--- config.mk ---
export PLATFORM = sky130hd
export DESIGN_NAME = swe_sleep_wake
export DESIGN_NICKNAME = d
export VERILOG_FILES = /design/src/shared/swe_pkg.sv /design/src/swe_sleep_wake.sv
export VERILOG_INCLUDE_DIRS = /design/src /design/src/shared
export SDC_FILE = /design/constraint.sdc
export NUM_CORES = 1
export LEC_CHECK = 0
export BUFFER_PORTS_ARGS = -buffer_cell sky130_fd_sc_hd__buf_2
export CAP_MARGIN = 20
export CORE_AREA = 5 5 42 44
export DETAILED_ROUTE_END_ITERATION = 12
export DIE_AREA = 0 0 47 49
export HOLD_SLACK_MARGIN = 0.1
export PLACE_DENSITY = 0.62
export RECOVER_POWER = 100
export SLEW_MARGIN = 0
export SYNTH_ARGS = -nofsm -noshare
export SYNTH_HDL_FRONTEND = slang
export SYNTH_SLANG_ARGS = --single-unit
--- constraint.sdc ---
create_clock -name clk_in -period 4.9 [get_ports clk_in]
set_input_delay 1.47 -clock clk_in [delete_from_list [all_inputs] [get_ports clk_in]]
set_output_delay 1.47 -clock clk_in [all_outputs]
set_load 0.05 [all_outputs]
--- src/shared/swe_cfg.svh ---
`ifndef SWE_CFG_SVH
`define SWE_CFG_SVH
// Event latch value after reset.
`define SWE_LATCH_RST 1'b0
// Nonzero when resuming from an event wait also clears the latch.
`define SWE_RESUME_CLEARS 1'b0
// Default number of processors sharing the send-event wire.
`define SWE_NUM_PROC 4
`endif

--- src/shared/swe_pkg.sv ---
package swe_pkg;
	// Sleep sequencer states, one-hot.
	typedef enum logic [3:0] {
		SWE_RUN = 4'h1,
		SWE_EVT_WAIT = 4'h2,
		SWE_INT_WAIT = 4'h4,
		SWE_EXIT_WAIT = 4'h8
	} swe_state_type;
endpackage

--- src/swe_sleep_wake.sv ---
`timescale 1ns/1ps
`include "swe_cfg.svh"
// How it works
// - Other processors' send-event wakes event waits.
// - Pend-as-wake makes new pending exceptions wake.
// - Exception preempting all active ones wakes.
// - Debug event wakes only with debug enabled.
// - One event latch bit per processor.
// - Reset clears the event latch.
// - Wake events and exception returns set latch.
// - Event wait with latch set: clear, complete.
// - Software has no path to the latch.
// - Send-event signals every processor, sets latches.
// - Both instructions run at any privilege level.
// - Event wait with latch clear suspends until wake.
// - Early events are captured and collapse together.
// - Resume-clears-latch choice is fixed, parameterised.
// - Interrupt wait suspends until wake or reset.
// - Wake on preemption as if mask were 0.
// - Mask set: wake only above execution priority.
// - Debug wakes interrupt wait; extra source allowed.
// - Interrupt wait wakes counted only after issue.
// - Interrupt wait completes on detected wake event.
// - Report idle bus to power controller when waiting.
// - Pend-as-wake counts masked interrupts too.
// - Sleep-on-exit uses interrupt wait wake set.
module swe_sleep_wake #(
	parameter int NUM_PROC = `SWE_NUM_PROC,
	parameter int PROC_ID = 0,
	parameter bit RESUME_CLEARS = `SWE_RESUME_CLEARS
) (
	input wire logic clk_in,
	input wire logic rst_in,
	input wire logic wait_for_event_instr_in,
	input wire logic wait_for_interrupt_instr_in,
	input wire logic send_event_instr_in,
	input wire logic [NUM_PROC-1:0] send_event_all_in,
	input wire logic exc_return_in,
	input wire logic sleep_after_handler_exit_in,
	input wire logic exc_new_pending_in,
	input wire logic pend_as_wake_enable_in,
	input wire logic exc_preempts_unmasked_in,
	input wire logic exc_group_above_exec_in,
	input wire logic priority_mask_bit_in,
	input wire logic debug_event_in,
	input wire logic debug_enable_in,
	input wire logic impl_wake_in,
	input wire logic bus_busy_in,
	output logic [NUM_PROC-1:0] send_event_out,
	output logic instr_done_out,
	output logic suspended_out,
	output logic bus_idle_out,
	output logic event_latched_out
);
	import swe_pkg::*;

	// ****************************************
	// Wake-up event decode
	// ****************************************

	logic evt_wake; // Event-wait wake source this cycle.
	logic int_wake; // Interrupt-wait wake source this cycle.
	logic other_sev; // Send-event seen from another processor.
	logic [NUM_PROC-1:0] others_mask; // All processors but this one.
	logic wait_entry; // Event wait instruction issued from run.
	logic latch_clear; // Latch consumed this cycle.
	logic resume_consume; // Wake swallowed by a resume that clears the latch.
	swe_state_type state_q;
	swe_state_type state_d;
	logic latch_q; // The event latch.
	logic latch_d; // Next latch value.

	// Builds the mask of every other processor.
	always_comb begin
		others_mask = '1;
		others_mask[PROC_ID] = 1'b0;
	end

	// Only send-events from other processors count as wake sources.
	assign other_sev = |(send_event_all_in & others_mask);

	// Event wait wake sources; pending changes count even when masked.
	assign evt_wake = other_sev |
		(pend_as_wake_enable_in & exc_new_pending_in) |
		(exc_preempts_unmasked_in & ~priority_mask_bit_in) |
		(debug_event_in & debug_enable_in);

	// Interrupt wait wake sources; the mask only narrows the priority test.
	assign int_wake = (priority_mask_bit_in ? exc_group_above_exec_in
		: exc_preempts_unmasked_in) |
		(debug_event_in & debug_enable_in) |
		impl_wake_in;

	// ****************************************
	// Send-event broadcast
	// ****************************************

	// Pulses every processor, this one included, for one cycle.
	always_ff @(posedge clk_in or posedge rst_in) begin
		if (rst_in) begin
			send_event_out <= '0;
		end else begin
			send_event_out <= {NUM_PROC{send_event_instr_in}};
		end
	end

	// ****************************************
	// Event latch
	// ****************************************

	// An event wait is only taken while the sequencer runs.
	assign wait_entry = (state_q == SWE_RUN) & wait_for_event_instr_in;

	// When resume clears the latch, the wake that ends the wait is the one consumed.
	// Without this, the same wake would set the latch again and the option would be void.
	assign resume_consume = RESUME_CLEARS & (state_q == SWE_EVT_WAIT) & evt_wake;

	// The latch is consumed by an event wait issued with it set, or optionally on resume.
	assign latch_clear = (wait_entry & latch_q) |
		resume_consume;

	// Sets win over clears so a coincident event is kept.
	// The wait-entry clear and a resume never fall in one cycle, as they need different states.
	always_comb begin
		latch_d = latch_q;
		if (latch_clear) begin
			latch_d = 1'b0;
		end
		if ((evt_wake & ~resume_consume) | exc_return_in | send_event_instr_in) begin
			latch_d = 1'b1;
		end
	end

	// Single latch bit with no software access port.
	always_ff @(posedge clk_in or posedge rst_in) begin
		if (rst_in) begin
			latch_q <= `SWE_LATCH_RST;
		end else begin
			latch_q <= latch_d;
		end
	end

	// ****************************************
	// Sleep sequencer
	// ****************************************

	// Chooses run, event wait, interrupt wait or sleep after handler exit.
	always_comb begin
		state_d = state_q;
		instr_done_out = 1'b0;
		case (state_q)
			SWE_RUN: begin
				if (wait_for_event_instr_in) begin
					// A set latch lets the instruction finish at once.
					if (latch_q) begin
						instr_done_out = 1'b1;
					end else begin
						state_d = SWE_EVT_WAIT;
					end
				end else if (wait_for_interrupt_instr_in) begin
					// Earlier wake sources are not remembered here.
					state_d = SWE_INT_WAIT;
				end else if (exc_return_in & sleep_after_handler_exit_in) begin
					state_d = SWE_EXIT_WAIT;
				end
			end
			SWE_EVT_WAIT: begin
				// Any event-wait wake source ends the suspension.
				if (evt_wake) begin
					instr_done_out = 1'b1;
					state_d = SWE_RUN;
				end
			end
			SWE_INT_WAIT: begin
				// Wakes counted only from the cycle after issue.
				if (int_wake) begin
					instr_done_out = 1'b1;
					state_d = SWE_RUN;
				end
			end
			SWE_EXIT_WAIT: begin
				// Same wake set as an interrupt wait.
				if (int_wake) begin
					state_d = SWE_RUN;
				end
			end
			default: begin
				state_d = SWE_RUN;
			end
		endcase
	end

	// Holds the sequencer state.
	always_ff @(posedge clk_in or posedge rst_in) begin
		if (rst_in) begin
			state_q <= SWE_RUN;
		end else begin
			state_q <= state_d;
		end
	end

	// ****************************************
	// Status outputs
	// ****************************************

	assign suspended_out = (state_q != SWE_RUN);
	assign event_latched_out = latch_q;
	// Idle report for the power controller while asleep and quiet.
	assign bus_idle_out = suspended_out & ~bus_busy_in;

	// ****************************************
	// Checks
	// ****************************************

	AST_OTHER_SEV_SETS: assert property (@(posedge clk_in) disable iff (rst_in)
		other_sev |=> latch_q) else $error("Other send-event did not set latch.");
	AST_PEND_WAKE: assert property (@(posedge clk_in) disable iff (rst_in)
		(pend_as_wake_enable_in & exc_new_pending_in) |=> latch_q)
		else $error("Pending change did not set latch.");
	AST_DEBUG_GATED: assert property (@(posedge clk_in) disable iff (rst_in)
		(state_q == SWE_EVT_WAIT) & ~evt_wake & debug_event_in |-> ~debug_enable_in)
		else $error("Enabled debug event missed.");
	AST_RET_SETS: assert property (@(posedge clk_in) disable iff (rst_in)
		exc_return_in |=> latch_q) else $error("Exception return did not set latch.");
	AST_SET_FAST: assert property (@(posedge clk_in) disable iff (rst_in)
		(state_q == SWE_RUN) & wait_for_event_instr_in & latch_q & ~evt_wake & ~exc_return_in
		& ~send_event_instr_in |-> instr_done_out ##1 (~latch_q && state_q == SWE_RUN))
		else $error("Set latch did not complete event wait at once.");
	AST_SEV_ALL: assert property (@(posedge clk_in) disable iff (rst_in)
		send_event_instr_in |=> (&send_event_out) && latch_q)
		else $error("Send-event not broadcast.");
	AST_EVT_SUSPEND: assert property (@(posedge clk_in) disable iff (rst_in)
		(state_q == SWE_RUN) & wait_for_event_instr_in & ~latch_q |=> suspended_out)
		else $error("Event wait with clear latch did not suspend.");
	AST_INT_DONE: assert property (@(posedge clk_in) disable iff (rst_in)
		(state_q == SWE_INT_WAIT) & int_wake |-> instr_done_out ##1 ~suspended_out)
		else $error("Interrupt wait did not complete on wake.");
	AST_MASKED_PRIO: assert property (@(posedge clk_in) disable iff (rst_in)
		(state_q == SWE_INT_WAIT) & priority_mask_bit_in & ~exc_group_above_exec_in
		& ~debug_event_in & ~impl_wake_in |=> suspended_out)
		else $error("Masked low-priority exception woke interrupt wait.");
	AST_IDLE: assert property (@(posedge clk_in) disable iff (rst_in)
		bus_idle_out |-> suspended_out && !bus_busy_in) else $error("Idle reported while active.");
	AST_SET_WINS: assert property (@(posedge clk_in) disable iff (rst_in)
		latch_clear & evt_wake |=> latch_q) else $error("Wake lost against clear.");

	// ****************************************
	// Further checks
	// ****************************************

	// The checks below guard the sequencer entries and exits, the resume latch choice and the broadcast pulse.
	// They look only at this block's own ports and state, so they also hold in a system
	// where several copies share one send-event bus.

	// An unmasked preemption must end an event wait in the same cycle.
	AST_PREEMPT_WAKE: assert property (@(posedge clk_in) disable iff (rst_in)
		(state_q == SWE_EVT_WAIT) & exc_preempts_unmasked_in & ~priority_mask_bit_in
		|-> instr_done_out) else $error("Preempting exception did not end event wait.");

	// An event wait that sees a wake completes now and runs next cycle.
	AST_EVT_WAKE_RUN: assert property (@(posedge clk_in) disable iff (rst_in)
		(state_q == SWE_EVT_WAIT) & evt_wake |-> instr_done_out ##1 ~suspended_out)
		else $error("Event wait did not complete on wake.");

	// The resume choice decides what the latch holds after a wake ends the wait.
	AST_RESUME_CHOICE: assert property (@(posedge clk_in) disable iff (rst_in)
		(state_q == SWE_EVT_WAIT) & evt_wake & ~exc_return_in & ~send_event_instr_in
		|=> latch_q == !RESUME_CLEARS) else $error("Resume latch choice not kept.");

	// An interrupt wait issued without an event wait always suspends, whatever wake sources stood before it.
	AST_INT_SUSPEND: assert property (@(posedge clk_in) disable iff (rst_in)
		(state_q == SWE_RUN) & wait_for_interrupt_instr_in & ~wait_for_event_instr_in
		|=> suspended_out) else $error("Interrupt wait did not suspend.");

	// Sleep after handler exit leaves on the interrupt wait wake set.
	AST_EXIT_WAKE: assert property (@(posedge clk_in) disable iff (rst_in)
		(state_q == SWE_EXIT_WAIT) & int_wake |=> ~suspended_out)
		else $error("Sleep after exit did not wake.");

	// The broadcast is a single-cycle pulse and stays low without a send-event.
	AST_SEV_PULSE: assert property (@(posedge clk_in) disable iff (rst_in)
		~send_event_instr_in |=> send_event_out == '0)
		else $error("Send-event pulse outlived its instruction.");

	// A core in an interrupt wait must not complete it without a wake source.
	AST_NO_SPURIOUS_DONE: assert property (@(posedge clk_in) disable iff (rst_in)
		(state_q == SWE_INT_WAIT) & ~int_wake |-> ~instr_done_out)
		else $error("Interrupt wait completed without a wake.");
endmodule
; Word-level counts from Yosys, hierarchy flattened
; Index checks and enable logic that the tools add are counted.
[word_totals]
out_inout_bits = 8
reg_bits = 6
in_bits = 20
[op_classes]
bitwise = 16
n_eq_ne = 9
reduce_logical = 4
n_mux = 15
[ops]
columns = operator, count
row1 = 2-to-1 mux 4 bit, 6
row2 = one-hot mux 4 bit (3 select lines), 1
row3 = AND 1 bit, 7
row4 = 2-to-1 mux 1 bit, 7
row5 = OR 1 bit, 7
row6 = "== test 4 x 1 -> 1 bit, second input constant", 1
row7 = "== test 4 x 2 -> 1 bit, second input constant", 1
row8 = "== test 4 x 3 -> 1 bit, second input constant", 1
row9 = "== test 4 bit, second input constant", 1
row10 = "!= test 4 x 1 -> 1 bit, second input constant", 1
row11 = "!= test 4 x 3 -> 1 bit, second input constant", 1
row12 = AND reduction 4 bit, 1
row13 = "!= test 3 bit, second input constant", 1
row14 = one-hot mux 1 bit (3 select lines), 1
row15 = OR reduction 3 bit, 1
row16 = "!= test 2 x 1 -> 1 bit, second input constant", 1
row17 = "!= test 2 bit, second input constant", 1
row18 = NOT 1 bit, 2
row19 = nonzero test 2 bit, 1
row20 = OR reduction 2 bit, 1

; Logic depth before layout (Yosys ltp)
; Gate-level depths: netlist of the first run.
[depth]
ltp_word = 7
ltp_mapped = 5

; Worst setup path before layout of the first run
; Ideal clock, no wire load.
[synth_path]
kind = in2out
startpoint = input port pend_as_wake_enable_in
endpoint = output port instr_done_out
path_buffers = 0
arrival_ns = 2.452
slack_ns = 0.978
stages = 4
path_cell_list = a2111oi_2 -> nand3_1 -> nand2b_1 -> nand3_1
[synth_via]
elab_chain_cells = 6
[synth_lines]
columns = item, line
row1 = from (decl), swe_sleep_wake.sv:41  ; input wire logic pend_as_wake_enable_in,
row2 = AND 1 bit, swe_sleep_wake.sv:84  ; (pend_as_wake_enable_in & exc_new_pending_in) |
row3 = OR 1 bit, swe_sleep_wake.sv:83  ; assign evt_wake = other_sev |
row4 = OR 1 bit, swe_sleep_wake.sv:84
row5 = OR 1 bit, swe_sleep_wake.sv:85  ; (exc_preempts_unmasked_in & ~priority_mask_bit_in) |
row6 = 2-to-1 mux 1 bit, swe_sleep_wake.sv:169  ; if (evt_wake) begin
row7 = one-hot mux 1 bit (3 select lines), swe_sleep_wake.sv:151  ; case (state_q)
row8 = to (decl), swe_sleep_wake.sv:50  ; output logic instr_done_out,
; No other way between the ends.

; Worst setup path in the final report of the first run
; Ends and elaborated chain as after synthesis.

==> results of run 1 <==
-- power by group --
part / total, mW / switching [mW] / leakage [nW] / internal (mW)
registers: 0.0840 / 0.0175 / 0.0713 / 0.0665
clock network: 0.0507 / 0.0197 / 0.0150 / 0.0310
logic: 0.169 / 0.119 / 0.142 / 0.0501
-- flip-flops by register name, indices dropped and copies added (netlist names) --
register,flops
event_latched_out,1
send_event_out,1
state_q,4
-- final cells by class --
class	instances	area, µm²
Inverter	2	7.507
Clock buffer	4	26.28
Multi-Input combinational cell	29	201.4
Fill cell	170	874.6
Timing Repair Buffer	26	120.1
Sequential cell	6	151.4
Tap cell	16	20.02
-- per-stage QoR --
stage                 util  hold WS, ns
floorplan                -       0.6098
global placement    0.3929       0.5102
detailed placement  0.3929       0.5129
CTS                 0.4116       0.5255
global route        0.3759       0.5768
finish              0.3759       0.5243
-- cell usage after synthesis (all sizes together) --
master / count
a22o: 1
a21oi: 1
nor4b: 2
dfstp: 1
nor2: 4
o41ai: 1
a2111oi: 1
nand3b: 1
nand2: 4
o22ai: 1
o32a: 1
nand2b: 2
buf: 3
inv: 2
a2111o: 1
mux2: 1
nand3: 4
dfrtp: 5
a211oi: 1
xnor2: 1
nor3: 2
-- routing by layer --
layer	vias up	wire length, µm
met4	0	8
met2	16	530
met3	2	69
met1	177	462
li1	203	-
met5	-	0
-- how the worst max path moves through the flow --
| stage | from | end | slack [ns] | depth (start not counted) |
|---|---|---|---|---|
| 6_report | pend_as_wake_enable_in | instr_done_out | 0.78 | 6 |
| 2_1_floorplan | pend_as_wake_enable_in | instr_done_out | 0.98 | 4 |
| 3_5_place_dp | pend_as_wake_enable_in | instr_done_out | 0.93 | 6 |
| 5_1_grt | pend_as_wake_enable_in | instr_done_out | 0.63 | 6 |
| 4_1_cts | pend_as_wake_enable_in | instr_done_out | 0.93 | 6 |
| 3_3_place_gp | pend_as_wake_enable_in | instr_done_out | 0.93 | 6 |
-- kinds of logic (layout without fill, tap and decap cells) --
| kind of cell | after synthesis | in the layout | synth area share |
|---|---|---|---|
| xor gates and xnor gates | 1 | 1 | 0.02071 |
| DFF | 6 | 6 | 0.3580 |
| muxes | 1 | 1 | 0.02663 |
| and+or+nand+nor | 19 | 19 | 0.2899 |
| buffers and inverters | 5 | 32 | 0.07099 |
| AOI/OAI and AO/OA | 8 | 8 | 0.2337 |
-- worst max-delay path: cells and delay by family --
family          cells  cell delay, ns
compound gates      1            0.40
buf+inv             2            0.40
simple gates        3            0.38
==> run metrics, run 1 <==
commonest non-fill, non-tap cell in the layout=buf_2; most used cell, CP=nand3_1; hold_buf cts=0; Clock Root Buffer=clkbuf_4; gr ovfl total=0; period utilization=0.8417; Die X=roughly 47 µm; register area share after synthesis=0.3580; Syn Area/Cell=10.57 µm²; Min Clock Period, post-route=roughly 4.1 ns; crit path kind=input pin to primary output; Slowest cell on crit path=a2111oi_0; Slew @ Worst Pin=0.9175 ns; RSZ-0062 raised after global routing=no; initial antenna violation count=0; grt met1 use=0.1320; RePlAce Congestion=between 0.7 and 0.8; Final Cell Area=between 500 and 600 µm²; final non-filler cell total=83; CTS tree=built; worst min-delay path class=register to register; R2R Setup Slk=approximately 2.7 ns; beginning of the worst hold path=event_latched_out; met2 usage=0.1697; area leader, netlist=dfrtp_1; # resized after CTS=0; Max Cap Viol=0; VDD IR max=~240 µV; max-slew violation count=0; port buffer count=26; final hold vios=0; Worst R2R Path Depth=5; layout cells sized above 1=0.4179; DRT antenna net count=0; DP Area=between 500 and 600 µm²; largest net degree at the start of global routing=7; clock sink total=6; synth unique cells=25; initial core utilization=0.3018; reg2reg start=state_q[0]; WP data required=approximately 3.4 ns; commonest cells after routing, fill and taps aside=buf_2 (18), clkbuf_1 (9), dfrtp_1 (5); H-tree depth=1; CP Capture Type=primary output; crit-path max cell delay=0.40 ns; GRT Util Overall=0.1084; PnR worst setup slack=0.7759 ns; Leak=0.2285 nW; Placed Cells=79; Min-Delay Endpoint=event_latched_out; GRT busiest layer=met2; Residual DRC=0; Setup Fix Bufs, Post-CTS=0; Syn Nets=60; core area=~1400 µm²; DRT Pass-1 Iters=4; CP Max Fanout=4; Synth Cell Area=approximately 420 µm²; clk buf depth=2; # diodes=0; Total Power=between 0.3 and 0.4 mW; FF+latch count, synth=6; number of global-route vias before repair=410; Routed wire per std cell=between 10 and 15 µm; status=finished, final reports clean; max frequency=about 240 MHz; hpwl dp=slightly below 900 µm; Slew HR=0.3803; Layout area overhead=24.56%; first-pass GRT wire length=approximately 1800 µm; clk_lat worst skew=approximately 0.25 ns; vias=between 300 and 400; drt via density=around 4.8; cell row count=14; Reg2Reg Capture Point=state_q[0]; CTS Buf Count=3; Post-Route Setup TNS=0 ns; worst path cell trace=buf_2, a2111oi_0, nand3_1, nand2b_1, nand3_1, clkbuf_1; worst clock skew=approximately 0.0040 ns; I/O Pins=28; # setup viols final=0; Synth area leaders=dfrtp_1 (30%), o41ai_4 (6.5%), dfstp_2 (6.2%); pre-CTS WS=roughly 0.9 ns; hold depth=1; Worst-path clk slew=0.05 ns; Layout Nets=just under 90; Worst setup SP type=input pin; Mapped Cells=40; final wirelength=about 1100 µm; number of DRC markers in iteration 0=7; M3 GR Usage=0.02583; crit path DAT=roughly 2.7 ns; Synth Warn #=0; power per standard cell area=a little under 600 nW/µm²; area of the die=around 2300 µm²; top-area cell type share of the netlist area=0.2959; Die Ht=49 µm
(Power assumes the default switching activity.)
==> run 2, diff against run 1 <==
clock period = 4.05 ns   (was 4.9 ns; I/O delays follow)
==> run metrics, run 2 (synthesis gave the netlist of run 1 again) <==
crit path kind=input pin to primary output; crit path DAT=2.42 ns (-0.23 ns); WP data required=2.83 ns (-0.60 ns); CTS tree=built; Total Power=0.3664 mW (+21%); Die Ht=49 µm (unchanged); Max Cap Viol=0 (unchanged); largest reg by FF count=state_q; # resized after CTS=0 (unchanged); Die X=47 µm (unchanged); port buffer count=26 (unchanged); Leak=0.2285 nW (unchanged); I/O Pins=28 (unchanged); clock group share of total power=0.164 (-0.003); Worst-path clk slew=0.05 ns (about the same); RSZ-0062 raised after global routing=no; Setup Fix Bufs, Post-CTS=0 (unchanged); RePlAce Congestion=0.7827 (+0.17%); Multi-input gate area=201.4 µm² (unchanged); power per standard cell area=695.6 nW/µm² (+21%); H-tree depth=1 (unchanged); final hold vios=0 (unchanged); WHS=0.5206 ns (-0.003727 ns); Worst R2R Path Depth=5 (unchanged); hold_buf cts=0 (unchanged); fillers=154 (-9.4%); commonest cells after routing, fill and taps aside=buf_2 (18), clkbuf_1 (9), dfrtp_1 (5); # diodes=0 (unchanged); Min Clock Period, post-route=between 3 and 4 ns; layout cells sized above 1=0.4179 (unchanged); vias=401 (+0.75%); number of DRC markers in iteration 0=8 (+1); final wirelength=994 µm (-7.1%); DRT Pass-1 Iters=4 (unchanged); crit path launch=pend_as_wake_enable_in; initial antenna violation count=0 (unchanged); Layout Nets=88 (unchanged); # setup viols final=0 (unchanged); max frequency=274.8 MHz; CTS Buf Count=3 (unchanged); hpwl dp=843.4 µm (-3.0%); DRT antenna net count=0 (unchanged); Largest register FFs=4 (unchanged); worst clock skew=0.003398 ns (-0.0005969 ns); beginning of the worst hold path=event_latched_out; Slew @ Worst Pin=0.8785 ns (-0.03903 ns); R2R Setup Slk=1.88 ns (-0.83 ns); hold depth=1 (unchanged); clk_lat worst skew=0.24 ns (about the same); switching share of total power=0.5130 (-0.0006867); Residual DRC=0 (unchanged); internal power=0.1785 mW (+21%); Reg2Reg Capture Point=state_q[0]; Core Util, Final=0.3759 (unchanged); clock sink total=6 (unchanged); commonest non-fill, non-tap cell in the layout=buf_2; Register Area=151.4 µm² (unchanged); Routed wire per std cell=11.98 µm (-7.1%); Psw=0.1880 mW (+21%); CP Max Fanout=4 (unchanged); period utilization=0.8985; Slew HR=0.4067 (+0.02636); Worst setup SP type=input pin; status=finished, final reports clean; initial core utilization=0.3018 (unchanged); cell row count=14 (unchanged); drt via density=4.831 (+0.75%); clk buf depth=2 (unchanged); area of the die=2303 µm² (unchanged); worst min-delay path class=register to register; gr ovfl total=0 (unchanged); Sequential Power Share=0.278 (about the same); first-pass GRT wire length=1731 µm (-4.2%); Clock Root Buffer=clkbuf_4; GRT Util Overall=0.1006 (-0.007790); VDD IR max=257.8 µV (+7.4%); number of global-route vias before repair=396 (-3.4%); CP Capture Type=primary output; core area=1401 µm² (unchanged); Min-Delay Endpoint=event_latched_out; combinational share of power=0.558 (+0.002); largest net degree at the start of global routing=7 (unchanged); Post-Route Setup TNS=0 ns (unchanged); reg2reg start=state_q[0]; max-slew violation count=0 (unchanged); Layout area overhead=24.56% (unchanged)
==> run 2: cell counts in the layout (fill, tap and decap cells not counted) <==
Identical to the previous run, type by type.
==> run 2: how the worst max path moves through the flow <==
stage	to	cells after the start
finish	instr_done_out	6
global route	instr_done_out	6
CTS	instr_done_out	6
detailed placement	instr_done_out	6
global placement	instr_done_out	6
floorplan	instr_done_out	4
==> run 2: area by class of cell <==
class / instances / share of cell area
Sequential cell: 6 / 0.2874
Multi-Input combinational cell: 29 / 0.3824
Clock buffer: 4 / 0.04988
Inverter: 2 / 0.01425
Timing Repair Buffer: 26 / 0.2280
Tap cell: 16 / 0.03800
==> run 2: metrics by stage <==
step                      instances  setup WS [ns]  area, µm²
after floorplan                  40         0.6382      422.9
after global placement           79         0.5914      550.5
after detailed placement         79         0.5701      550.5
after CTS                        83         0.5710      576.8
after global routing             83         0.2462      526.8
final                            83         0.4111      526.8
==> run 2: power by group through the flow <==
stage | Clock, mW | Combinational, mW | Sequential, mW
2_1_floorplan | 0 | 0.185 | 0.108
3_3_place_gp | 0 | 0.229 | 0.111
3_5_place_dp | 0 | 0.231 | 0.112
4_1_cts | 0.0622 | 0.232 | 0.111
5_1_grt | 0.0701 | 0.218 | 0.105
6_report | 0.0602 | 0.204 | 0.102
==> run 2: layer usage <==
layer	vias to the layer above	GRT usage	routed length [µm]
met4	0	0.04147	13
li1	201	-	-
met1	181	0.1208	411
met2	17	0.1606	493
met5	-	0	0
met3	2	0.02952	76
==> run 2: critical path: stages <==
cell       delay, ns
buf_2           0.09
a2111oi_0       0.42
nand3_1         0.21
nand2b_1        0.11
nand3_1         0.07
clkbuf_1        0.30
